**config.mk**
```make
export PLATFORM = sky130hd
export DESIGN_NAME = sfe_front_end
export DESIGN_NICKNAME = d
export VERILOG_FILES = /design/src/sfe_front_end.v
export VERILOG_INCLUDE_DIRS = /design/src
export SDC_FILE = /design/constraint.sdc
export NUM_CORES = 1
export LEC_CHECK = 0
export CORE_MARGIN = 3
export CORE_UTILIZATION = 58
export CTS_BUF_LIST = sky130_fd_sc_hd__clkbuf_16
export DETAILED_ROUTE_END_ITERATION = 7
export DONT_BUFFER_PORTS = 1
export GPL_ROUTABILITY_DRIVEN = 0
export PLACE_DENSITY_LB_ADDON = 0.08
export SETUP_SLACK_MARGIN = 0.2
export SLEW_MARGIN = 40
export SYNTH_ARGS = -nofsm -noshare
export SYNTH_HDL_FRONTEND = slang
export SYNTH_SLANG_ARGS = --single-unit
```
**constraint.sdc**
```tcl
create_clock -name clk -period 7.7 [get_ports clk]
set_input_delay 0.77 -clock clk [delete_from_list [all_inputs] [get_ports clk]]
set_output_delay 0.77 -clock clk [all_outputs]
set_load 0.01 [all_outputs]
```
**src/sfe_map.vh**
```
// constants for the serial flash front end
`ifndef SFE_MAP_VH
`define SFE_MAP_VH
// opcodes
`define SFE_OP_WREN 8'h06
`define SFE_OP_WRDI 8'h04
`define SFE_OP_RDSR1 8'h05
`define SFE_OP_RDSR2 8'h35
`define SFE_OP_WRSR 8'h01
`define SFE_OP_READ 8'h03
`define SFE_OP_FAST 8'h0B
`define SFE_OP_DOUT2 8'h3B
`define SFE_OP_DIO2 8'hBB
`define SFE_OP_QOUT 8'h6B
`define SFE_OP_QIO 8'hEB
`define SFE_OP_QWORD 8'hE7
`define SFE_OP_QOCT 8'hE3
`define SFE_OP_PP 8'h02
`define SFE_OP_QPP 8'h32
`define SFE_OP_SE 8'h20
`define SFE_OP_BE32 8'h52
`define SFE_OP_BE64 8'hD8
`define SFE_OP_CE1 8'hC7
`define SFE_OP_CE2 8'h60
`define SFE_OP_PD 8'hB9
`define SFE_OP_REL 8'hAB
`define SFE_OP_NONE 8'h00
// lane widths and dummy clocks
`define SFE_LW1 3'h1
`define SFE_LW2 3'h2
`define SFE_LW4 3'h4
`define SFE_DUM_NONE 4'h0
`define SFE_DUM_FAST 4'h8
`define SFE_DUM_DIO2 4'h4
`define SFE_DUM_QIO 4'h6
`define SFE_DUM_QWORD 4'h4
`define SFE_DUM_QOCT 4'h2
`define SFE_DUM_LAST 4'h1
`define SFE_ADDR_LAST 2'h2
// array geometry, 20-bit byte addresses
`define SFE_ARRAY_BASE 20'h00000
`define SFE_ARRAY_TOP 20'h7FFFF
`define SFE_ARRAY_SZ 20'h80000
`define SFE_ONE20 20'h00001
`define SFE_SEC4K 20'h01000
`define SFE_BLK32 20'h08000
`define SFE_BLK64 20'h10000
`define SFE_PAGE_M 20'h000FF
`define SFE_SEC_M 20'h00FFF
`define SFE_B32_M 20'h07FFF
`define SFE_B64_M 20'h0FFFF
// timing
`define SFE_CLK_NS 10
`define SFE_TPUW_NS 10000
`define SFE_TPUW_CYC ((`SFE_TPUW_NS + `SFE_CLK_NS - 1) / `SFE_CLK_NS)
`define SFE_FIFO_DEPTH 8
`endif

```
**src/sfe_front_end.v**
```verilog
// serial flash command front end with its page data fifo
// Overview of operation
// - sample input lanes on serial clock rise
// - drive output lanes on serial clock fall
// - clock modes 0 and 3 both work
// - dual reads use lanes 0 and 1
// - quad commands use all four lanes
// - quad opcodes need quad mode enable set
// - pause starts when clock low, hold low
// - pause ends when clock low, hold high
// - paused: outputs float, clock and input ignored
// - no pause while quad mode enabled
// - reset blocks all, then write-type lockout delay
// - writes need write enable latch set first
// - latch clears when write operation starts
// - status bit 1 is the latch
// - status bit 0 is busy
// - busy: only status reads
// - status bits 4:2 protect field, reset zero
// - protect sector up to whole array
// - powered down: only release is accepted
// - status write gated by lock mode, latch, pin
// - status bit 9 is quad mode enable
// - refuse program/erase touching protected region
// - hardware lock with pin low refuses status write unless quad mode enabled
// - no command before first select fall
`timescale 1ns/1ns
`include "sfe_map.vh"

////////////////////////////////////////////////////////////////////////////////
// shift-down fifo: head always sits in slot 0, so its outputs are flops
module sfe_fifo #(
  parameter W = 8,
  parameter D = 8,
  parameter AW = 3
) (
  input wire clk,
  input wire rst,
  input wire flush,
  input wire in_valid,
  input wire [W-1:0] in_data,
  output wire in_ready,
  output wire out_valid,
  output wire [W-1:0] out_data,
  input wire out_ready
);
  localparam [AW:0] DEPTH = D;
  localparam [AW:0] ZERO = 0;
  localparam [AW:0] ONE = 1;
  reg [W-1:0] mem_reg [0:D-1];
  reg [AW:0] cnt_reg;
  reg full_reg;
  reg nemp_reg;
  integer i;
  wire push = in_valid & ~full_reg;
  wire pop = out_ready & nemp_reg;
  wire [AW:0] cnt_next = cnt_reg + (push ? ONE : ZERO) - (pop ? ONE : ZERO);
  wire [AW:0] widx = pop ? cnt_reg - ONE : cnt_reg;
  assign in_ready = ~full_reg;
  assign out_valid = nemp_reg;
  assign out_data = mem_reg[0];
  // storage shifts toward the head on pop; the write lands behind the last entry
  always @(posedge clk) begin
    for (i = 0; i < D - 1; i = i + 1) begin
      if (pop) begin
        mem_reg[i] <= mem_reg[i + 1];
      end
    end
    for (i = 0; i < D; i = i + 1) begin
      if (push && widx == i[AW:0]) begin
        mem_reg[i] <= in_data;
      end
    end
  end
  // occupancy and flags
  always @(posedge clk) begin
    if (rst || flush) begin
      cnt_reg <= ZERO;
      full_reg <= 1'b0;
      nemp_reg <= 1'b0;
    end else begin
      cnt_reg <= cnt_next;
      full_reg <= (cnt_next == DEPTH);
      nemp_reg <= (cnt_next != ZERO);
    end
  end
endmodule

////////////////////////////////////////////////////////////////////////////////
module sfe_front_end (
  input wire clk,
  input wire rst,
  input wire cs_n,
  input wire sclk,
  input wire lane0_in,
  output reg lane0_out,
  output reg lane0_oe_n,
  input wire lane1_in,
  output reg lane1_out,
  output reg lane1_oe_n,
  input wire lane2_in,
  output reg lane2_out,
  output reg lane2_oe_n,
  input wire lane3_in,
  output reg lane3_out,
  output reg lane3_oe_n,
  output reg op_start,
  output reg [7:0] op_code,
  output reg [23:0] op_addr,
  input wire op_done,
  output wire [23:0] array_addr,
  input wire [7:0] array_rd_data,
  output wire [7:0] array_wr_data,
  output wire array_wr_valid,
  input wire array_wr_ready,
  output wire busy,
  output reg data_overrun
);
  localparam [6:0] S_IDLE = 7'h01;
  localparam [6:0] S_OPC = 7'h02;
  localparam [6:0] S_ADDR = 7'h04;
  localparam [6:0] S_DUM = 7'h08;
  localparam [6:0] S_DIN = 7'h10;
  localparam [6:0] S_DOUT = 7'h20;
  localparam [6:0] S_SKIP = 7'h40;
  localparam integer PUW_INT = `SFE_TPUW_CYC;
  localparam [15:0] PUW_CYC = PUW_INT[15:0];

  reg [5:0] sync1_reg;
  reg [5:0] sync2_reg;
  reg sclk_prev_reg;
  reg cs_prev_reg;
  reg paused_reg;
  reg [15:0] lock_cnt_reg;
  reg lock_done_reg;
  reg [6:0] state_reg;
  reg [7:0] cmd_reg;
  reg cmd_rd_reg;
  reg [2:0] lw_reg;
  reg [2:0] dlw_reg;
  reg [3:0] dcnt_reg;
  reg [3:0] icnt_reg;
  reg [7:0] in_sh_reg;
  reg [3:0] ocnt_reg;
  reg [7:0] osh_reg;
  reg [3:0] obits_reg;
  reg dgo_reg;
  reg [1:0] acnt_reg;
  reg addr_done_reg;
  reg [23:0] addr_reg;
  reg [1:0] din_cnt_reg;
  reg [7:0] wb0_reg;
  reg [7:0] wb1_reg;
  reg busy_reg;
  reg wel_reg;
  reg pd_reg;
  reg [2:0] bp_reg;
  reg tb_reg;
  reg sec_reg;
  reg srp0_reg;
  reg srp1_reg;
  reg qe_reg;
  reg [2:0] lb_reg;
  reg cmp_reg;
  reg push_reg;
  reg [7:0] push_data_reg;
  reg flush_reg;
  wire fifo_in_ready;

  ////////////////////////////////////////////////////////////////////////////
  // pin synchronisers; only the second stage is ever read
  always @(posedge clk) begin
    sync1_reg <= {cs_n, sclk, lane3_in, lane2_in, lane1_in, lane0_in};
    sync2_reg <= sync1_reg;
    sclk_prev_reg <= sync2_reg[4];
    cs_prev_reg <= sync2_reg[5];
  end

  wire cs_n_s = sync2_reg[5];
  wire sclk_s = sync2_reg[4];
  wire l3 = sync2_reg[3];
  wire l2 = sync2_reg[2];
  wire l1 = sync2_reg[1];
  wire l0 = sync2_reg[0];
  wire cs_fall = cs_prev_reg & ~cs_n_s;
  wire cs_rise = ~cs_prev_reg & cs_n_s;
  wire act_rise = sclk_s & ~sclk_prev_reg & ~paused_reg & ~cs_n_s;
  wire act_fall = ~sclk_s & sclk_prev_reg & ~paused_reg & ~cs_n_s;

  // edge detection works from either idle clock level
  // pause follows hold only while the clock is low, which covers both the
  // immediate case and the wait for the next falling edge
  always @(posedge clk) begin
    if (rst || cs_n_s || qe_reg) begin
      paused_reg <= 1'b0;
    end else if (!sclk_s) begin
      paused_reg <= ~l3;
    end
  end

  // write-type lockout after internal reset release
  always @(posedge clk) begin
    if (rst) begin
      lock_cnt_reg <= 16'h0000;
      lock_done_reg <= 1'b0;
    end else if (!lock_done_reg) begin
      lock_cnt_reg <= lock_cnt_reg + 16'h0001;
      lock_done_reg <= (lock_cnt_reg == PUW_CYC);
    end
  end

  ////////////////////////////////////////////////////////////////////////////
  // status word and protection check
  wire [15:0] sr = {1'b0, cmp_reg, lb_reg, 1'b0, qe_reg, srp1_reg, srp0_reg,
                    sec_reg, tb_reg, bp_reg, wel_reg, busy_reg};

  // true when any byte of lo..hi is read-only under the current settings
  function prot_hit;
    input sec;
    input tb;
    input cmp;
    input [2:0] bp;
    input [19:0] lo;
    input [19:0] hi;
    reg [19:0] sz;
    reg [19:0] plo;
    reg [19:0] phi;
    reg none;
    reg all;
    begin
      none = (bp == 3'h0);
      all = sec ? (bp == 3'h7) : bp[2];
      if (sec) begin
        sz = bp[2] ? `SFE_BLK32 : (`SFE_SEC4K << (bp[1:0] - 2'h1));
      end else begin
        sz = `SFE_BLK64 << (bp[1:0] - 2'h1);
      end
      plo = tb ? `SFE_ARRAY_BASE : `SFE_ARRAY_SZ - sz;
      phi = tb ? sz - `SFE_ONE20 : `SFE_ARRAY_TOP;
      if (all) begin
        plo = `SFE_ARRAY_BASE;
        phi = `SFE_ARRAY_TOP;
      end
      if (cmp) begin
        prot_hit = none | (lo < plo) | (hi > phi);
      end else begin
        prot_hit = ~none & (lo <= phi) & (hi >= plo);
      end
    end
  endfunction

  // target region of the pending program or erase
  reg [19:0] tmask;
  always @* begin
    case (cmd_reg)
      `SFE_OP_PP, `SFE_OP_QPP: tmask = `SFE_PAGE_M;
      `SFE_OP_SE: tmask = `SFE_SEC_M;
      `SFE_OP_BE32: tmask = `SFE_B32_M;
      `SFE_OP_BE64: tmask = `SFE_B64_M;
      default: tmask = `SFE_ARRAY_TOP;
    endcase
  end
  wire [19:0] t_lo = {1'b0, addr_reg[18:0]} & ~tmask;
  wire [19:0] t_hi = t_lo | tmask;
  wire prot = prot_hit(sec_reg, tb_reg, cmp_reg, bp_reg, t_lo, t_hi);
  wire wr_ok = lock_done_reg & wel_reg & ~busy_reg;
  // write-protect pin only counts while lane 2 is not a data lane
  wire sr_wr_ok = ~srp1_reg & ~(srp0_reg & ~qe_reg & ~l2);

  wire [7:0] in_byte = (lw_reg == `SFE_LW4) ? {in_sh_reg[3:0], l3, l2, l1, l0} :
                       (lw_reg == `SFE_LW2) ? {in_sh_reg[5:0], l1, l0} :
                       {in_sh_reg[6:0], l0};
  wire [3:0] icnt_inc = icnt_reg + {1'b0, lw_reg};
  wire [3:0] ocnt_inc = ocnt_reg + {1'b0, lw_reg};
  wire byte_done = icnt_inc[3];
  wire [7:0] src = (cmd_reg == `SFE_OP_RDSR1) ? sr[7:0] :
                   (cmd_reg == `SFE_OP_RDSR2) ? sr[15:8] : array_rd_data;
  wire [7:0] cur = (ocnt_reg == 4'h0) ? src : osh_reg;
  wire quad_op = (in_byte == `SFE_OP_QOUT) | (in_byte == `SFE_OP_QIO) |
                 (in_byte == `SFE_OP_QWORD) | (in_byte == `SFE_OP_QOCT) |
                 (in_byte == `SFE_OP_QPP);
  wire rd_only = (in_byte == `SFE_OP_RDSR1) | (in_byte == `SFE_OP_RDSR2);

  ////////////////////////////////////////////////////////////////////////////
  // command sequencer
  always @(posedge clk) begin
    op_start <= 1'b0;
    flush_reg <= 1'b0;
    push_reg <= 1'b0;
    if (rst) begin
      state_reg <= S_IDLE;
      cmd_reg <= `SFE_OP_NONE;
      cmd_rd_reg <= 1'b0;
      lw_reg <= `SFE_LW1;
      dlw_reg <= `SFE_LW1;
      dcnt_reg <= `SFE_DUM_NONE;
      icnt_reg <= 4'h0;
      in_sh_reg <= 8'h00;
      ocnt_reg <= 4'h0;
      osh_reg <= 8'h00;
      obits_reg <= 4'h0;
      dgo_reg <= 1'b0;
      acnt_reg <= 2'h0;
      addr_done_reg <= 1'b0;
      addr_reg <= 24'h000000;
      din_cnt_reg <= 2'h0;
      wb0_reg <= 8'h00;
      wb1_reg <= 8'h00;
      busy_reg <= 1'b0;
      wel_reg <= 1'b0;
      pd_reg <= 1'b0;
      bp_reg <= 3'h0;
      tb_reg <= 1'b0;
      sec_reg <= 1'b0;
      srp0_reg <= 1'b0;
      srp1_reg <= 1'b0;
      qe_reg <= 1'b0;
      lb_reg <= 3'h0;
      cmp_reg <= 1'b0;
      op_code <= `SFE_OP_NONE;
      op_addr <= 24'h000000;
      push_data_reg <= 8'h00;
      data_overrun <= 1'b0;
    end else begin
      if (op_done && busy_reg) begin
        busy_reg <= 1'b0;
        wel_reg <= 1'b0;
      end
      if (push_reg && !fifo_in_ready) begin
        data_overrun <= 1'b1;
      end
      // leaving select drops everything; a new frame needs a select fall
      if (cs_n_s) begin
        state_reg <= S_IDLE;
        dgo_reg <= 1'b0;
      end else if (cs_fall) begin
        state_reg <= S_OPC;
        cmd_reg <= `SFE_OP_NONE;
        lw_reg <= `SFE_LW1;
        icnt_reg <= 4'h0;
        ocnt_reg <= 4'h0;
        acnt_reg <= 2'h0;
        addr_done_reg <= 1'b0;
        din_cnt_reg <= 2'h0;
      end else if (act_rise && state_reg != S_DOUT && state_reg != S_SKIP) begin
        in_sh_reg <= in_byte;
        icnt_reg <= byte_done ? 4'h0 : icnt_inc;
        case (state_reg)
          S_OPC: begin
            if (byte_done) begin
              cmd_reg <= in_byte;
              cmd_rd_reg <= 1'b1;
              dlw_reg <= `SFE_LW1;
              dcnt_reg <= `SFE_DUM_NONE;
              state_reg <= S_ADDR;
              if (pd_reg && in_byte != `SFE_OP_REL) begin
                cmd_reg <= `SFE_OP_NONE;
                state_reg <= S_SKIP;
              end else if (busy_reg && !rd_only) begin
                cmd_reg <= `SFE_OP_NONE;
                state_reg <= S_SKIP;
              end else if (quad_op && !qe_reg) begin
                cmd_reg <= `SFE_OP_NONE;
                state_reg <= S_SKIP;
              end else begin
                case (in_byte)
                  `SFE_OP_REL: begin
                    pd_reg <= 1'b0;
                    state_reg <= S_SKIP;
                  end
                  `SFE_OP_RDSR1, `SFE_OP_RDSR2: state_reg <= S_DOUT;
                  `SFE_OP_READ: dlw_reg <= `SFE_LW1;
                  `SFE_OP_FAST: dcnt_reg <= `SFE_DUM_FAST;
                  `SFE_OP_DOUT2: begin
                    dcnt_reg <= `SFE_DUM_FAST;
                    dlw_reg <= `SFE_LW2;
                  end
                  `SFE_OP_DIO2: begin
                    lw_reg <= `SFE_LW2;
                    dlw_reg <= `SFE_LW2;
                    dcnt_reg <= `SFE_DUM_DIO2;
                  end
                  `SFE_OP_QOUT: begin
                    dcnt_reg <= `SFE_DUM_FAST;
                    dlw_reg <= `SFE_LW4;
                  end
                  `SFE_OP_QIO, `SFE_OP_QWORD, `SFE_OP_QOCT: begin
                    lw_reg <= `SFE_LW4;
                    dlw_reg <= `SFE_LW4;
                    dcnt_reg <= (in_byte == `SFE_OP_QIO) ? `SFE_DUM_QIO :
                                (in_byte == `SFE_OP_QWORD) ? `SFE_DUM_QWORD : `SFE_DUM_QOCT;
                  end
                  `SFE_OP_PP, `SFE_OP_SE, `SFE_OP_BE32, `SFE_OP_BE64: cmd_rd_reg <= 1'b0;
                  `SFE_OP_QPP: begin
                    cmd_rd_reg <= 1'b0;
                    dlw_reg <= `SFE_LW4;
                  end
                  `SFE_OP_WRSR: state_reg <= S_DIN;
                  default: state_reg <= S_SKIP;
                endcase
              end
            end
          end
          S_ADDR: begin
            if (byte_done) begin
              addr_reg <= {addr_reg[15:0], in_byte};
              acnt_reg <= acnt_reg + 2'h1;
              if (acnt_reg == `SFE_ADDR_LAST) begin
                addr_done_reg <= 1'b1;
                lw_reg <= dlw_reg;
                if (cmd_rd_reg) begin
                  state_reg <= (dcnt_reg == `SFE_DUM_NONE) ? S_DOUT : S_DUM;
                end else if (cmd_reg == `SFE_OP_PP || cmd_reg == `SFE_OP_QPP) begin
                  state_reg <= S_DIN;
                end else begin
                  state_reg <= S_SKIP;
                end
              end
            end
          end
          S_DUM: begin
            icnt_reg <= 4'h0;
            dcnt_reg <= dcnt_reg - 4'h1;
            if (dcnt_reg == `SFE_DUM_LAST) begin
              state_reg <= S_DOUT;
            end
          end
          S_DIN: begin
            if (byte_done) begin
              if (din_cnt_reg != 2'h3) begin
                din_cnt_reg <= din_cnt_reg + 2'h1;
              end
              if (din_cnt_reg == 2'h0) begin
                wb0_reg <= in_byte;
              end
              if (din_cnt_reg == 2'h1) begin
                wb1_reg <= in_byte;
              end
              // only bytes of a program that will be allowed reach the buffer
              if (cmd_reg != `SFE_OP_WRSR && wr_ok && !prot) begin
                push_reg <= 1'b1;
                push_data_reg <= in_byte;
              end
            end
          end
          default: state_reg <= S_SKIP;
        endcase
      end else if (act_fall && state_reg == S_DOUT) begin
        // new bits leave on the falling edge, ready for the host's next rise
        dgo_reg <= 1'b1;
        osh_reg <= (lw_reg == `SFE_LW4) ? {cur[3:0], 4'h0} :
                   (lw_reg == `SFE_LW2) ? {cur[5:0], 2'h0} : {cur[6:0], 1'b0};
        obits_reg <= (lw_reg == `SFE_LW4) ? cur[7:4] :
                     (lw_reg == `SFE_LW2) ? {2'h0, cur[7:6]} : {2'h0, cur[7], 1'b0};
        ocnt_reg <= ocnt_inc[3] ? 4'h0 : ocnt_inc;
        if (ocnt_inc[3] && cmd_rd_reg) begin
          addr_reg <= addr_reg + 24'h000001;
        end
      end
      // execution only at select rise on a whole byte
      if (cs_rise && state_reg != S_IDLE && icnt_reg == 4'h0) begin
        case (cmd_reg)
          `SFE_OP_WREN: begin
            if (lock_done_reg) begin
              wel_reg <= 1'b1;
            end
          end
          `SFE_OP_WRDI: wel_reg <= 1'b0;
          `SFE_OP_PD: pd_reg <= 1'b1;
          `SFE_OP_WRSR: begin
            if (din_cnt_reg != 2'h0 && wr_ok && sr_wr_ok) begin
              bp_reg <= wb0_reg[4:2];
              tb_reg <= wb0_reg[5];
              sec_reg <= wb0_reg[6];
              srp0_reg <= wb0_reg[7];
              if (din_cnt_reg != 2'h1) begin
                srp1_reg <= wb1_reg[0];
                qe_reg <= wb1_reg[1];
                lb_reg <= lb_reg | wb1_reg[5:3];
                cmp_reg <= wb1_reg[6];
              end
              busy_reg <= 1'b1;
              wel_reg <= 1'b0;
              op_start <= 1'b1;
              op_code <= cmd_reg;
            end
          end
          `SFE_OP_PP, `SFE_OP_QPP, `SFE_OP_SE, `SFE_OP_BE32, `SFE_OP_BE64,
          `SFE_OP_CE1, `SFE_OP_CE2: begin
            if (wr_ok && !prot && (addr_done_reg || cmd_reg == `SFE_OP_CE1 ||
                cmd_reg == `SFE_OP_CE2) && (cmd_rd_reg || state_reg != S_DIN ||
                din_cnt_reg != 2'h0) && !(state_reg == S_ADDR)) begin
              busy_reg <= 1'b1;
              wel_reg <= 1'b0;
              op_start <= 1'b1;
              op_code <= cmd_reg;
              op_addr <= addr_reg;
            end else begin
              flush_reg <= 1'b1;
            end
          end
          default: cmd_reg <= cmd_reg;
        endcase
      end
    end
  end

  ////////////////////////////////////////////////////////////////////////////
  // lane drivers: enables fall while driving; pause or deselect floats all
  wire drive = (state_reg == S_DOUT) & dgo_reg & ~paused_reg & ~cs_n_s;
  always @(posedge clk) begin
    if (rst) begin
      {lane3_out, lane2_out, lane1_out, lane0_out} <= 4'h0;
      {lane3_oe_n, lane2_oe_n, lane1_oe_n, lane0_oe_n} <= 4'hF;
    end else begin
      {lane3_out, lane2_out, lane1_out, lane0_out} <= obits_reg;
      lane1_oe_n <= ~drive;
      lane0_oe_n <= ~(drive & (lw_reg != `SFE_LW1));
      lane2_oe_n <= ~(drive & (lw_reg == `SFE_LW4));
      lane3_oe_n <= ~(drive & (lw_reg == `SFE_LW4));
    end
  end

  assign array_addr = addr_reg;
  assign busy = busy_reg;

  // program data buffer; the array engine drains it as bytes arrive
  sfe_fifo #(
    .W(8),
    .D(`SFE_FIFO_DEPTH),
    .AW(3)
  ) u_fifo (
    .clk(clk),
    .rst(rst),
    .flush(flush_reg),
    .in_valid(push_reg),
    .in_data(push_data_reg),
    .in_ready(fifo_in_ready),
    .out_valid(array_wr_valid),
    .out_data(array_wr_data),
    .out_ready(array_wr_ready)
  );
endmodule

```
* Word-level counts from Yosys, hierarchy flattened
Memory sizes are Yosys's and may differ from the RTL's.
Index checks and enable logic that the tools add are counted.
** Storage, ports and cells
- Bits in registers :: 202
- Memory bits (writable) :: 64
- Input port bits :: 18
- Output and inout bits :: 76
- Logic and storage cells :: 463
- Memories kept :: 1
** Memory list
- u_fifo.mem_reg :: words 8, bits a word 8, read ports 8, clocked after Yosys merged registers in 0, wr ports 8, line sfe_front_end.v:50 : reg [W-1:0] mem_reg [0:D-1];
** Operators by class
- Add/sub/neg operators :: 13
- Order comparisons :: 4
- Equality and inequality tests :: 78
- Shift operators :: 2
- Muxes and demuxes :: 154
- Bitwise gates (word level) :: 62
- Reductions and logical operators :: 95
** Operator list (count)
- two-way mux 8 bit :: 26
- two-way mux 20 bit :: 6
- two-way mux 24 bit :: 5
- one-hot mux 19 bit (4 select lines) :: 1
- equality test 8 bit, second input constant :: 9
- two-way mux 7 bit :: 9
- two-way mux 1 bit :: 57
- equality test 8 x 6 -> 1 bit, second input constant :: 7
- two-way mux 3 bit :: 16
- two-way mux 4 bit :: 11
- AND reduction 6 bit :: 6
- equality test 8 x 3 -> 1 bit, second input constant :: 4
- equality test 8 x 7 -> 1 bit, second input constant :: 4
- one-hot mux 7 bit (4 select lines) :: 1
- logical AND 1 bit :: 27
- adder 24 x 1 -> 24 bit, second input constant :: 1
- equality test 8 x 2 -> 1 bit, second input constant :: 3
- nonzero test 2 bit :: 12
- AND 1 bit :: 22
- two-way mux 2 bit :: 11
- inequality test 2 bit, second input constant :: 11
- NOT 1 bit :: 22
- inequality test 3 bit, second input constant :: 7
- one-hot mux 7 bit (3 select lines) :: 1
- 71 further kinds :: 129

* Longest topological paths before layout
Gate-level depths: netlist of run 1.
- Depth in word-level cells :: 19
- Depth in mapped cells :: 19
- Depth with buffers taken out :: 16

* By module
From an unflattened synthesis of run 1, not the netlist that was laid out.
** Second synthesis, totals
- Cells, all modules :: 1478
- Area, all modules :: 13755.7 sq um
** By module, submodules not included
- sfe_front_end :: instances 1, cells each 1263, area an instance 10214.8 sq um
- sfe_fifo :: instances 1, cells each 215, area an instance 3540.9 sq um

* Worst setup path after synthesis of run 1
OpenSTA, ideal clock, no wires.
- Path kind :: reg-to-reg
- Start point :: register sec_reg
- End point :: register op_addr[17]
- Library setup time :: 128 ps
- Arrival time :: 3829 ps
- Data required time :: 7572 ps
- Path slack :: 3744 ps
- Stages on the path, launching flop included :: 19
- Buffers on the path :: 3
- Period minus slack after synthesis :: 3956 ps
- Cells stage by stage :: dfxtp_1 clkbuf_1 nor2b_1 nand2_1 ha_1 mux2_2 a21oi_1 nor2b_1 ha_1 nand2_1 o21ai_0 a21o_1 maj3_2 a211o_4 a2111oi_4 buf_6 buf_12 mux2i_1 nor2_1
** On the way
- Word-level cells in the longest chain between the ends :: 14
- Elaborated cells on any way between the ends :: 23
- Classes of those cells :: add/sub: 2; order compare: 4; mux: 7; bitwise: 4; reduce/logical: 6
** RTL lines
- start, declared :: line sfe_front_end.v:159 : reg sec_reg;
- start signal, assigned :: line sfe_front_end.v:474 : sec_reg <= wb0_reg[6];
- two-way mux 20 bit :: line sfe_front_end.v:233 : if (sec) begin
- subtractor 20 x 1 -> 20 bit (no line) / subtractor 20 bit (equally long branches)
- two-way mux 20 bit, on equally long branches
- two-way mux 20 bit :: line sfe_front_end.v:240 : if (all) begin
- <= comparator 20 bit / < comparator 20 bit (equally long branches) :: line sfe_front_end.v:247, sfe_front_end.v:245
- AND 1 bit / bitwise OR 1 bit (equally long branches) (2 in series) :: line sfe_front_end.v:247, sfe_front_end.v:245
- two-way mux 1 bit * :: line sfe_front_end.v:244 : if (cmp) begin
- logical NOT 1 bit * :: line sfe_front_end.v:490 : if (wr_ok && !prot && (addr_done_reg || cmd_reg == `SFE_OP_CE1 ||
- logical AND 1 bit * (4 in series) :: line sfe_front_end.v:490
- AND reduction 3 bit (no line) *
- end signal, assigned :: line sfe_front_end.v:497 : op_addr <= addr_reg;
- end, declared :: line sfe_front_end.v:109 : output reg [23:0] op_addr,
Mark *: on every way between the ends. The rest lies on a longest branch, timed or not.
A chain may end at the register's enable or synchronous reset.

* Worst setup path after layout of run 1
- Start point :: register sec_reg
- End point :: register op_code[7]
** On the way
- Word-level cells in the longest chain between the ends :: 15
- Elaborated cells on any way between the ends :: 24
- Classes of those cells :: add/sub: 2; order compare: 4; eq/ne: 1; mux: 7; bitwise: 4; reduce/logical: 6
** RTL lines
- two-way mux 20 bit :: line sfe_front_end.v:233
- subtractor 20 x 1 -> 20 bit (no line) / subtractor 20 bit (equally long branches)
- two-way mux 20 bit, on equally long branches
- two-way mux 20 bit :: line sfe_front_end.v:240
- <= comparator 20 bit / < comparator 20 bit (equally long branches) :: line sfe_front_end.v:247, sfe_front_end.v:245
- AND 1 bit / bitwise OR 1 bit (equally long branches) (2 in series) :: line sfe_front_end.v:247, sfe_front_end.v:245
- two-way mux 1 bit * :: line sfe_front_end.v:244
- logical NOT 1 bit * :: line sfe_front_end.v:490
- logical AND 1 bit * (4 in series) :: line sfe_front_end.v:490
- inequality test 2 bit (no line) *
- AND reduction 4 bit (no line) *
- end signal, assigned :: line sfe_front_end.v:320 : op_code <= `SFE_OP_NONE;
- end signal, assigned :: line sfe_front_end.v:485 : op_code <= cmd_reg;
- end signal, assigned :: line sfe_front_end.v:496 : op_code <= cmd_reg;
- end, declared :: line sfe_front_end.v:108 : output reg [7:0] op_code,
Marks and branches as above.

==> results of run 1 <==
==> layout by cell type (no fill, tap or decap), types with 10 or more instances in the layout <==
cell / count
sky130_fd_sc_hd__a211oi_1: 21
sky130_fd_sc_hd__a21oi_1: 103
sky130_fd_sc_hd__a31oi_1: 12
sky130_fd_sc_hd__and2_1: 10
sky130_fd_sc_hd__and3_1: 14
sky130_fd_sc_hd__clkbuf_16: 28
sky130_fd_sc_hd__dfxtp_1: 195
sky130_fd_sc_hd__edfxtp_1: 64
sky130_fd_sc_hd__ha_1: 48
sky130_fd_sc_hd__inv_1: 41
sky130_fd_sc_hd__mux2_2: 58
sky130_fd_sc_hd__mux2i_1: 46
sky130_fd_sc_hd__nand2_1: 130
sky130_fd_sc_hd__nand2b_1: 23
sky130_fd_sc_hd__nand3_1: 56
sky130_fd_sc_hd__nand4_1: 18
sky130_fd_sc_hd__nor2_1: 185
sky130_fd_sc_hd__nor2b_1: 21
sky130_fd_sc_hd__nor3_1: 54
sky130_fd_sc_hd__nor4_1: 17
sky130_fd_sc_hd__o211ai_1: 14
sky130_fd_sc_hd__o21ai_0: 72
sky130_fd_sc_hd__or2_2: 11
sky130_fd_sc_hd__or3_1: 17
sky130_fd_sc_hd__xnor2_1: 19
sky130_fd_sc_hd__xor2_1: 13
==> power breakdown <==
part           internal [mW]  switching, mW  leakage, nW
clock network          0.725          0.532        0.430
logic                  0.112          0.151         2.57
registers               1.50         0.0412         2.19
==> layer usage <==
layer,GRT usage,vias to the layer above,share of wire
li1,-,5377,-
met1,0.382,5295,0.46
met2,0.407,402,0.45
met3,0.0375,63,0.071
met4,0.0553,6,0.020
met5,0,-,0.0010
==> logic make-up (layout without fill, tap and decap cells) <==
kind of cell,count (synthesis),in the layout,synth area share
multiplexers,104,104,0.0818
AND/OR/NAND/NOR,598,598,0.215
buffers and inverters,134,99,0.0438
adder cells (fa/ha/maj),52,52,0.0494
XOR/XNOR,32,32,0.0206
other,0,2,0
AO/OA/AOI/OAI,332,332,0.159
flip-flops,260,260,0.430
==> area by class of cell <==
cell class	count	share of cell area
multi-input cells	1118	0.495
flip-flops and latches	260	0.402
clock buffers	28	0.0482
well taps	313	0.0269
clock inverters	21	0.0114
inverters	39	0.0101
repair buffers	11	0.00534
diodes	2	0.000344
==> worst reg2reg max path: stages (launching register included) <==
cell and delay (ns):
sky130_fd_sc_hd__dfxtp_1 0.70, sky130_fd_sc_hd__nor2b_1 0.36, sky130_fd_sc_hd__nand2_1 0.09, sky130_fd_sc_hd__ha_1 0.28
sky130_fd_sc_hd__mux2_2 0.29, sky130_fd_sc_hd__a21oi_1 0.14, sky130_fd_sc_hd__nor2b_1 0.09, sky130_fd_sc_hd__ha_1 0.31
sky130_fd_sc_hd__nand2_1 0.09, sky130_fd_sc_hd__o21ai_0 0.10, sky130_fd_sc_hd__a21o_1 0.20, sky130_fd_sc_hd__maj3_2 0.31
sky130_fd_sc_hd__a211o_4 0.37, sky130_fd_sc_hd__a2111oi_4 0.29, sky130_fd_sc_hd__buf_4 0.49, sky130_fd_sc_hd__nor2_1 0.20
sky130_fd_sc_hd__o21ai_0 0.21
==> synthesized netlist by cell type, types with 5 or more instances <==
cell	n	area, µm²
sky130_fd_sc_hd__mux2i_1	46	460
sky130_fd_sc_hd__a21o_1	9	67.6
sky130_fd_sc_hd__o211a_1	6	60.1
sky130_fd_sc_hd__nor4_1	17	106
sky130_fd_sc_hd__a31oi_1	12	75.1
sky130_fd_sc_hd__o22a_1	5	43.8
sky130_fd_sc_hd__nor2b_1	21	131
sky130_fd_sc_hd__o21ai_0	72	360
sky130_fd_sc_hd__nor3_1	54	270
sky130_fd_sc_hd__nor2_1	185	694
sky130_fd_sc_hd__nand2b_1	23	144
sky130_fd_sc_hd__buf_2	5	25.0
sky130_fd_sc_hd__a211oi_1	21	158
sky130_fd_sc_hd__o211ai_1	14	105
sky130_fd_sc_hd__nand4_1	18	113
sky130_fd_sc_hd__o21a_1	6	45.0
sky130_fd_sc_hd__and3_1	14	87.6
sky130_fd_sc_hd__dfxtp_1	196	3920
sky130_fd_sc_hd__nor4b_1	5	43.8
sky130_fd_sc_hd__mux2_2	58	653
sky130_fd_sc_hd__ha_1	48	601
sky130_fd_sc_hd__nand3_1	56	280
sky130_fd_sc_hd__or2_2	11	68.8
sky130_fd_sc_hd__edfxtp_1	64	1920
sky130_fd_sc_hd__o31ai_1	12	90.1
sky130_fd_sc_hd__and2_1	10	62.6
sky130_fd_sc_hd__inv_1	37	139
sky130_fd_sc_hd__nand2_1	130	488
sky130_fd_sc_hd__xnor2_1	19	166
sky130_fd_sc_hd__a21oi_1	103	515
sky130_fd_sc_hd__buf_4	10	75.1
sky130_fd_sc_hd__or4b_2	9	90.1
sky130_fd_sc_hd__or3_1	17	106
sky130_fd_sc_hd__xor2_1	13	114
sky130_fd_sc_hd__o22ai_1	9	56.3
sky130_fd_sc_hd__clkbuf_1	72	270
sky130_fd_sc_hd__a22oi_1	9	67.6
==> worst max path at each step <==
stage | start | cells after the start | end
floorplan | sec_reg | 18 | op_addr[17]
global placement | sec_reg | 16 | op_code[5]
detailed placement | sec_reg | 16 | op_code[7]
CTS | sec_reg | 16 | op_code[7]
global route | sec_reg | 16 | op_code[7]
finish | sec_reg | 16 | op_code[7]
==> out/results.txt, run 1 <==
outcome: finished clean
share of final-layout standard cells stronger than drive strength 1: 0.102
post-route fraction of the period consumed by the critical path: 0.597
placed instance area: 13700 µm²
worst setup path category: flop to flop
cell at the root of the clock tree: sky130_fd_sc_hd__clkbuf_16
final non-filler cell area: 14500 µm²
cell at the slowest stage of the critical path: sky130_fd_sc_hd__dfxtp_1
area of the multi-input gates: 7200 µm²
delay of the slowest cell on the worst path: 0.70 ns
Tmin final: 4.59 ns
clock slew at reported path FFs: 0.06 ns
FF-to-FF Start: sec_reg
Die Outline Area: 25300 µm²
count of input and output buffers: 0
clock tree from TritonCTS: built
Worst Reg-to-Reg Cells: 16
global-route wire length before repair: 55100 µm
initial standard-cell utilization of the core: 0.596
Filler Cell Count: 1953
number of flip-flops under the largest register name: 64
Nets: 1527
power density relative to cell area: 211 nW/µm²
area added between synthesis and finish: 6.80%
maximum fanout along the worst path: 33
post-synthesis net count: 1581
Hold Worst Slack: 0.246 ns
placement row count: 55
y dimension of the die: 159 µm
worst-path cell chain: nor2b_1 -> nand2_1 -> ha_1 -> mux2_2 -> a21oi_1 -> nor2b_1 -> ha_1 -> nand2_1 -> o21ai_0 -> a21o_1 -> maj3_2 -> a211o_4 -> a2111oi_4 -> buf_4 -> nor2_1 -> o21ai_0
hold-fix buffer count after cts: 0
Non-Filler Instances: 1792
maximum buffer depth of the clock tree: 3
vias post-DR: 11.1k
number of warning messages in the yosys log: 0
post-detail-place hpwl: 24100 µm
placed insts: 1741
worst-case headroom to the max-slew limit: 0.462
hold-critical path depth: 0
Unique masters post-synth: 86
total track usage: 0.259
routed wire length: 34000 µm
Synth Area per Inst: 9.00 µm²
worst flop-to-flop path endpoint: op_code[7]
Post-Synthesis Cells: 1512
sequential standard cell area: 5850 µm²
leading register cell type out of synthesis: sky130_fd_sc_hd__dfxtp_1
category of the worst setup path launch point: flop
number of top-level pins: 94
#FFs+latches synth: 260
endpoint of the worst hold-timing path: sync1_reg[2]
DRC viols: 0
source of the worst hold timing path: lane2_in
worst voltage drop across the vdd grid: 0.000199 V
max-slew violation count: 0
number of CTS-inserted buffers: 28
detailed-route wire length per cell: 19.0 µm
initial antenna violation count: 3
portion of the post-synthesis area used by sequential elements: 0.430
worst setup slack for register-to-register paths: 3.11 ns
Setup violations, final: 0
critical path data required time: 8.17 ns
family of cells with the greatest summed delay on the critical path: compound AO/OA/AOI/OAI gates
worst clock skew on the final layout: 0.0241 ns
cell leakage power: 5.18 nW
# clock sinks: 260
die extent in x: 159 µm
count of max-cap constraint violations: 0
PnR worst setup slack: 3.11 ns
clock network latency to the later pin of the worst-skew pair: 0.55 ns
Worst Path Arrival: 5.06 ns
WP buf/inv: 1
antenna-violating nets left: 0
actual slew at the worst max-slew pin: 0.803 ns
placeable core area: 22800 µm²
Worst Setup Slack post-DPL: 3.17 ns
setup fix buffers added after clock tree synthesis: 0
cells resized by post-CTS repair: 0
initial detailed-routing violation count: 1240
CTS HTree Levels: 1
Total Power Consumption: 3.06 mW
Hold/Removal Path Class: input pin to flop
unrepaired setup endpoints after global routing: no
crit end category: flop
post-synth design cell area: 13600 µm²
maximum number of pins on one net before global-route repair: 170
total grt overflow: 0
routed vias/inst: 6.22
Detailed Routing Iterations Pass 1: 5
number of synthesized flops with an enable pin: 64
vias in the first global route: 10.0k
post-route setup TNS: 0 ns
fraction of the core area covered by cells at the end of the flow: 0.636
ys async rst share: 0
Fmax achieved: 0.218 GHz
number of hold-slack violations in the final timing report: 0
No activity file was read; power rests on OpenSTA's default activity.
==> run 2, diff against run 1 <==
Clock period 7.7 ns to 4.1 ns, I/O delays scaled along.
==> run 2 against run 1 <==
  * Flip-flop and latch count stayed put
  * Count of clock-buffer cells in the layout is 2 higher
  * Global-route usage increased by 1.7 points
  * Sequential share of layout area fell by 4.4 points
  * Critical path depth is 2 lower
  * Non-clock buffer count is 157 higher
  * Via count grew 7.4%
  * Register-to-register slack worse by 2.9 ns
  * Fmax increased by 17%
  * Critical endpoint is now op_addr[3]
  * Largest cell class unchanged
==> out/results.txt, run 2 (synthesis gave the netlist of run 1 again) <==
outcome: finished clean
total track usage: 0.276 (+0.0174)
area added between synthesis and finish: 20.2%
CTS HTree Levels: 1 (unchanged)
maximum fanout along the worst path: 8 (-76%)
Fmax achieved: 0.255 GHz (+17%)
placed insts: 1767 (+1.5%)
actual slew at the worst max-slew pin: 0.874 ns (+0.0705 ns)
category of the worst setup path launch point: flop
Hold/Removal Path Class: input pin to flop
cell leakage power: 6.27 nW (+21%)
number of top-level pins: 94 (unchanged)
most common library cell in the layout ignoring fill and taps: sky130_fd_sc_hd__dfxtp_1
post-route setup TNS: 0 ns (unchanged)
worst-case headroom to the max-slew limit: 0.408 (-0.0539)
post-route fraction of the period consumed by the critical path: 0.957 (+0.360)
count of max-cap constraint violations: 0 (unchanged)
placement row count: 55 (unchanged)
die extent in x: 159 µm (unchanged)
number of flip-flops under the largest register name: 64 (unchanged)
clock network latency to the later pin of the worst-skew pair: 0.54 ns (about the same)
routed wire length: 37000 µm (+9.0%)
power density relative to cell area: 370 nW/µm² (+75%)
total grt overflow: 0 (unchanged)
# clock sinks: 260 (unchanged)
vias in the first global route: 11.3k (+13%)
Worst Path Arrival: 4.35 ns (-0.71 ns)
critical path data required time: 4.52 ns (-3.65 ns)
Die Outline Area: 25300 µm² (unchanged)
max-slew violation count: 0 (unchanged)
y dimension of the die: 159 µm (unchanged)
Non-Filler Instances: 1952 (+8.9%)
clock tree from TritonCTS: built
global-route wire length before repair: 58700 µm (+6.6%)
unrepaired setup endpoints after global routing: yes
maximum number of pins on one net before global-route repair: 170 (unchanged)
initial standard-cell utilization of the core: 0.596 (unchanged)
Tmin final: 3.92 ns (-0.671 ns)
Setup violations, final: 0 (unchanged)
worst setup path category: flop to flop
detailed-route wire length per cell: 19.0 µm (about the same)
routed vias/inst: 6.13 (-1.4%)
placeable core area: 22800 µm² (unchanged)
cell at the root of the clock tree: sky130_fd_sc_hd__clkbuf_16
clock slew at reported path FFs: 0.06 ns (about the same)
initial detailed-routing violation count: 1329 (+7.2%)
Filler Cell Count: 1803 (-7.7%)
initial antenna violation count: 0 (-3)
commonest cells after routing, fill and taps aside: sky130_fd_sc_hd__dfxtp_1, sky130_fd_sc_hd__nor2_1, sky130_fd_sc_hd__nand2_1, sky130_fd_sc_hd__dlygate4sd3_1, sky130_fd_sc_hd__a21oi_1
worst clock skew on the final layout: 0.0138 ns (-0.0103 ns)
vias post-DR: 12.0k (+7.4%)
number of CTS-inserted buffers: 29 (+3.6%)
worst voltage drop across the vdd grid: 0.000292 V (+47%)
Detailed Routing Iterations Pass 1: 6 (+1)
count of input and output buffers: 0 (unchanged)
Nets: 1685 (+10%)
DRC viols: 0 (unchanged)
crit end category: flop
number of hold-slack violations in the final timing report: 0 (unchanged)
post-detail-place hpwl: 24600 µm (+2.1%)
antenna-violating nets left: 0 (unchanged)
maximum buffer depth of the clock tree: 3 (unchanged)
share of final-layout standard cells stronger than drive strength 1: 0.140 (+0.0389)
[run 2: cell count changes in the layout (fill, tap and decap cells not counted), sizes merged]
cell	change
dlygate4sd3	+113
buf	+40
clkbuf	+6
clkinv	-4
inv	+4
bufinv	+2
diode	-1
[run 2: per-stage QoR]
step / hold WS, ns / power, mW / worst slack [ns] / utilization / cell area [µm²]
6_report: 0.0723 / 6.04 / 0.177 / 0.716 / 16400
2_1_floorplan: 0.310 / 3.36 / 0.201 / - / 13600
5_1_grt: 0.0109 / 6.29 / 0.0666 / 0.716 / 16300
3_5_place_dp: 0.314 / 3.45 / 0.120 / 0.607 / 13900
4_1_cts: -0.0443 / 6.08 / 0.157 / 0.701 / 16000
3_3_place_gp: 0.311 / 3.42 / 0.231 / 0.607 / 13900
[run 2: area by class of cell]
| class | count | area, µm² | share of cell area |
|---|---|---|---|
| diodes | 1 | 2.50 | 0.000153 |
| clock inverters | 23 | 213 | 0.0130 |
| clock buffers | 30 | 751 | 0.0459 |
| flip-flops and latches | 260 | 5860 | 0.358 |
| multi-input cells | 1118 | 7360 | 0.450 |
| inverters | 39 | 150 | 0.00918 |
| well taps | 313 | 392 | 0.0240 |
| repair buffers | 168 | 1620 | 0.0992 |
[run 2: critical path, cell delays in order (launching register included)]
cell,delay (ns)
sky130_fd_sc_hd__dfxtp_4,0.35
sky130_fd_sc_hd__or4_4,0.53
sky130_fd_sc_hd__nand2b_4,0.18
sky130_fd_sc_hd__or3_4,0.40
sky130_fd_sc_hd__ha_4,0.23
sky130_fd_sc_hd__a21oi_2,0.12
sky130_fd_sc_hd__o21ai_1,0.07
sky130_fd_sc_hd__a21o_1,0.19
sky130_fd_sc_hd__maj3_2,0.31
sky130_fd_sc_hd__a211o_4,0.36
sky130_fd_sc_hd__a2111oi_4,0.40
sky130_fd_sc_hd__buf_4,0.22
sky130_fd_sc_hd__buf_8,0.15
sky130_fd_sc_hd__mux2i_1,0.24
sky130_fd_sc_hd__nor2_1,0.06
[run 2: layer usage]
| layer | track usage | part of all wire | vias up |
|---|---|---|---|
| li1 | - | - | 5702 |
| met1 | 0.385 | 0.43 | 5668 |
| met5 | 0 | 0 | - |
| met4 | 0.109 | 0.037 | 0 |
| met3 | 0.0468 | 0.077 | 105 |
| met2 | 0.431 | 0.45 | 490 |
[run 2: final timing paths]
| path | depth (start not counted) | slack [ns] | startpoint | to |
|---|---|---|---|---|
| worst max-delay path | 14 | 0.18 | cmd_reg[0] | op_addr[3] |
| worst min-delay path | 2 | 0.07 | op_done | busy |
| worst max register to register | 14 | 0.18 | cmd_reg[0] | op_addr[3] |
| worst min register to register | 0 | 0.33 | sync1_reg[1] | sync2_reg[1] |
[run 2: repair_timing]
item                       CTS  global route
setup endpoints to repair   31            61
hold endpoints to repair   146             5
hold buffers               111             2
cloned                       1             3
gates resized for setup      1            52
setup buffers                3            10
pin swaps                    2            27
[run 2: power by group]
group	internal (mW)	leakage, nW	switching, mW
Combinational	0.248	3.59	0.297
Sequential	2.82	2.19	0.0773
Clock	1.57	0.487	1.03
==> run 3, diff against run 2 <==
Settings changed: RECOVER_POWER set to 100, TNS_END_PERCENT set to 20.
==> run 3 against run 2 <==
  * Die area did not move
  * Power down 0.15%
  * Fmax down 1.6%
  * Hold slack better by 0.0055 ns
  * Wire length fell by 0.30%
  * Flip-flop and latch count unchanged
  * Utilization fell by 0.34 points
  * First-iteration DRC count shrank 1.1%
  * Critical path depth did not move
  * Via count increased by 0.56%
  * Register-to-register slack worse by 0.07 ns
  * Clock power is essentially flat
  * Largest power group unchanged
==> out/results.txt, run 3 (synthesis gave the netlist of run 1 again) <==
critical path data required time: 4.53 ns (about the same)
initial standard-cell utilization of the core: 0.596 (unchanged)
Setup violations, final: 0 (unchanged)
count of input and output buffers: 0 (unchanged)
sequential standard cell area: 5860 µm² (about the same)
most common library cell in the layout ignoring fill and taps: sky130_fd_sc_hd__dfxtp_1
initial detailed-routing violation count: 1315 (-1.1%)
worst setup path category: flop to flop
total grt overflow: 0 (unchanged)
total track usage: 0.276 (unchanged)
final non-filler cell area: 16300 µm² (-0.47%)
power density relative to cell area: 371 nW/µm² (+0.32%)
Non-Filler Instances: 1953 (+0.051%)
commonest cells after routing, fill and taps aside: sky130_fd_sc_hd__dfxtp_1, sky130_fd_sc_hd__nor2_1, sky130_fd_sc_hd__nand2_1, sky130_fd_sc_hd__dlygate4sd3_1, sky130_fd_sc_hd__a21oi_1
vias post-DR: 12.0k (+0.56%)
Fmax achieved: 0.251 GHz (-1.6%)
worst-case headroom to the max-slew limit: 0.399 (-0.00908)
placed instance area: 13900 µm² (unchanged)
# clock sinks: 260 (unchanged)
maximum number of pins on one net before global-route repair: 170 (unchanged)
clock network latency to the later pin of the worst-skew pair: 0.55 ns (about the same)
Filler Cell Count: 1822 (+1.1%)
Hold Worst Slack: 0.0778 ns (+0.00551 ns)
CTS HTree Levels: 1 (unchanged)
number of flip-flops under the largest register name: 64 (unchanged)
busiest layer in global routing: met2
share of final-layout standard cells stronger than drive strength 1: 0.131 (-0.00908)
met3 routing resource usage after global routing: 0.0468 (unchanged)
number of hold-slack violations in the final timing report: 0 (unchanged)
vias in the first global route: 11.3k (unchanged)
y dimension of the die: 159 µm (unchanged)
Worst Setup Slack post-DPL: 0.120 ns (unchanged)
area added between synthesis and finish: 19.6%
die extent in x: 159 µm (unchanged)
outcome: finished clean
post-route fraction of the period consumed by the critical path: 0.973 (+0.0159)
routed vias/inst: 6.16 (+0.51%)
max-slew violation count: 0 (unchanged)
PnR worst setup slack: 0.111 ns (-0.0653 ns)
post-route setup TNS: 0 ns (unchanged)
Tmin final: 3.99 ns (+0.0653 ns)
cell leakage power: 6.22 nW (-0.73%)
clock slew at reported path FFs: 0.06 ns (about the same)
Detailed Routing Iterations Pass 1: 6 (unchanged)
Hold/Removal Path Class: input pin to flop
category of the worst setup path launch point: flop
clock tree from TritonCTS: built
met1 usage: 0.385 (unchanged)
placed insts: 1767 (unchanged)
maximum buffer depth of the clock tree: 3 (unchanged)
unrepaired setup endpoints after global routing: yes
maximum fanout along the worst path: 8 (unchanged)
area of the multi-input gates: 7350 µm² (-0.17%)
placeable core area: 22800 µm² (unchanged)
global-route wire length before repair: 58700 µm (unchanged)
cell at the root of the clock tree: sky130_fd_sc_hd__clkbuf_16
routed wire length: 36900 µm (-0.30%)
number of top-level pins: 94 (unchanged)
Nets: 1684 (-0.059%)
crit end category: flop
Worst Path Arrival: 4.41 ns (+0.06 ns)
initial antenna violation count: 0 (unchanged)
detailed-route wire length per cell: 18.9 µm (-0.35%)
met2 routing resource usage after global routing: 0.431 (unchanged)
worst clock skew on the final layout: 0.0157 ns (+0.00188 ns)
actual slew at the worst max-slew pin: 0.901 ns (+0.0274 ns)
number of CTS-inserted buffers: 29 (unchanged)
DRC viols: 0 (unchanged)
placement row count: 55 (unchanged)
antenna-violating nets left: 0 (unchanged)
Die Outline Area: 25300 µm² (unchanged)
worst voltage drop across the vdd grid: 0.000292 V (about the same)
post-detail-place hpwl: 24600 µm (unchanged)
count of max-cap constraint violations: 0 (unchanged)
==> run 3: cell types whose count changed in the layout (fill, tap and decap cells not counted), moves of 2 or more <==
cell	delta
sky130_fd_sc_hd__buf_4	-10
sky130_fd_sc_hd__or2_0	+3
sky130_fd_sc_hd__and2_0	+4
sky130_fd_sc_hd__or2_2	-3
sky130_fd_sc_hd__and2_1	-4
sky130_fd_sc_hd__clkbuf_2	+2
sky130_fd_sc_hd__diode_2	+2
sky130_fd_sc_hd__clkbuf_1	+8
==> run 3: repair_timing <==
item | 4_1_cts | 5_1_grt
gates resized for setup | 1 | 50
pin swaps | 2 | 16
endpoints found under the setup margin | 31 | 61
endpoints found under the hold margin | 146 | 5
hold buffers | 111 | 1
setup buffers | 3 | 10
cloned | 1 | 3
==> run 3: worst max-delay path, stage by stage, from the launching register on <==
cell and delay [ns]:
sky130_fd_sc_hd__dfxtp_1 0.34, sky130_fd_sc_hd__or4_4 0.54, sky130_fd_sc_hd__nand2b_4 0.18, sky130_fd_sc_hd__or3_1 0.42
sky130_fd_sc_hd__ha_4 0.25, sky130_fd_sc_hd__a21oi_2 0.12, sky130_fd_sc_hd__o21ai_1 0.07, sky130_fd_sc_hd__a21o_1 0.19
sky130_fd_sc_hd__maj3_2 0.31, sky130_fd_sc_hd__a211o_4 0.37, sky130_fd_sc_hd__a2111oi_4 0.40, sky130_fd_sc_hd__buf_4 0.20
sky130_fd_sc_hd__buf_6 0.16, sky130_fd_sc_hd__mux2i_1 0.26, sky130_fd_sc_hd__nor2_1 0.06
==> run 3: report_power, final <==
part	internal [mW]	total, mW	leakage, nW	switching, mW
logic	0.240	0.531	3.55	0.291
clock network	1.57	2.61	0.487	1.04
registers	2.82	2.90	2.19	0.0765
==> run 3: layout make-up <==
class	instances	share of cell area
Multi-Input combinational cell	1118	0.452
Tap cell	313	0.0241
Inverter	39	0.00923
Sequential cell	260	0.360
Clock buffer	30	0.0461
Clock inverter	23	0.0131
Timing Repair Buffer	167	0.0956
Antenna cell	3	0.000461
==> run 3: path summary, 6_finish.rpt <==
kind | from | end | slack (ns) | depth (start not counted)
min reg2reg | sync1_reg[1] | sync2_reg[1] | 0.33 | 0
max reg2reg | cmd_reg[0] | op_addr[3] | 0.11 | 14
min | op_done | busy | 0.08 | 2
max | cmd_reg[0] | op_addr[3] | 0.11 | 14
==> run 3: routing by layer <==
layer | vias up | wire, µm
met5 | - | 0
met2 | 493 | 16700
met3 | 103 | 2850
met1 | 5725 | 16000
met4 | 0 | 1350
li1 | 5711 | -
==> run 3: metrics by stage <==
stage               utilization  power, mW
floorplan                     -       3.36
global placement          0.607       3.42
detailed placement        0.607       3.45
CTS                       0.701       6.08
global route              0.712       6.28
finish                    0.712       6.03
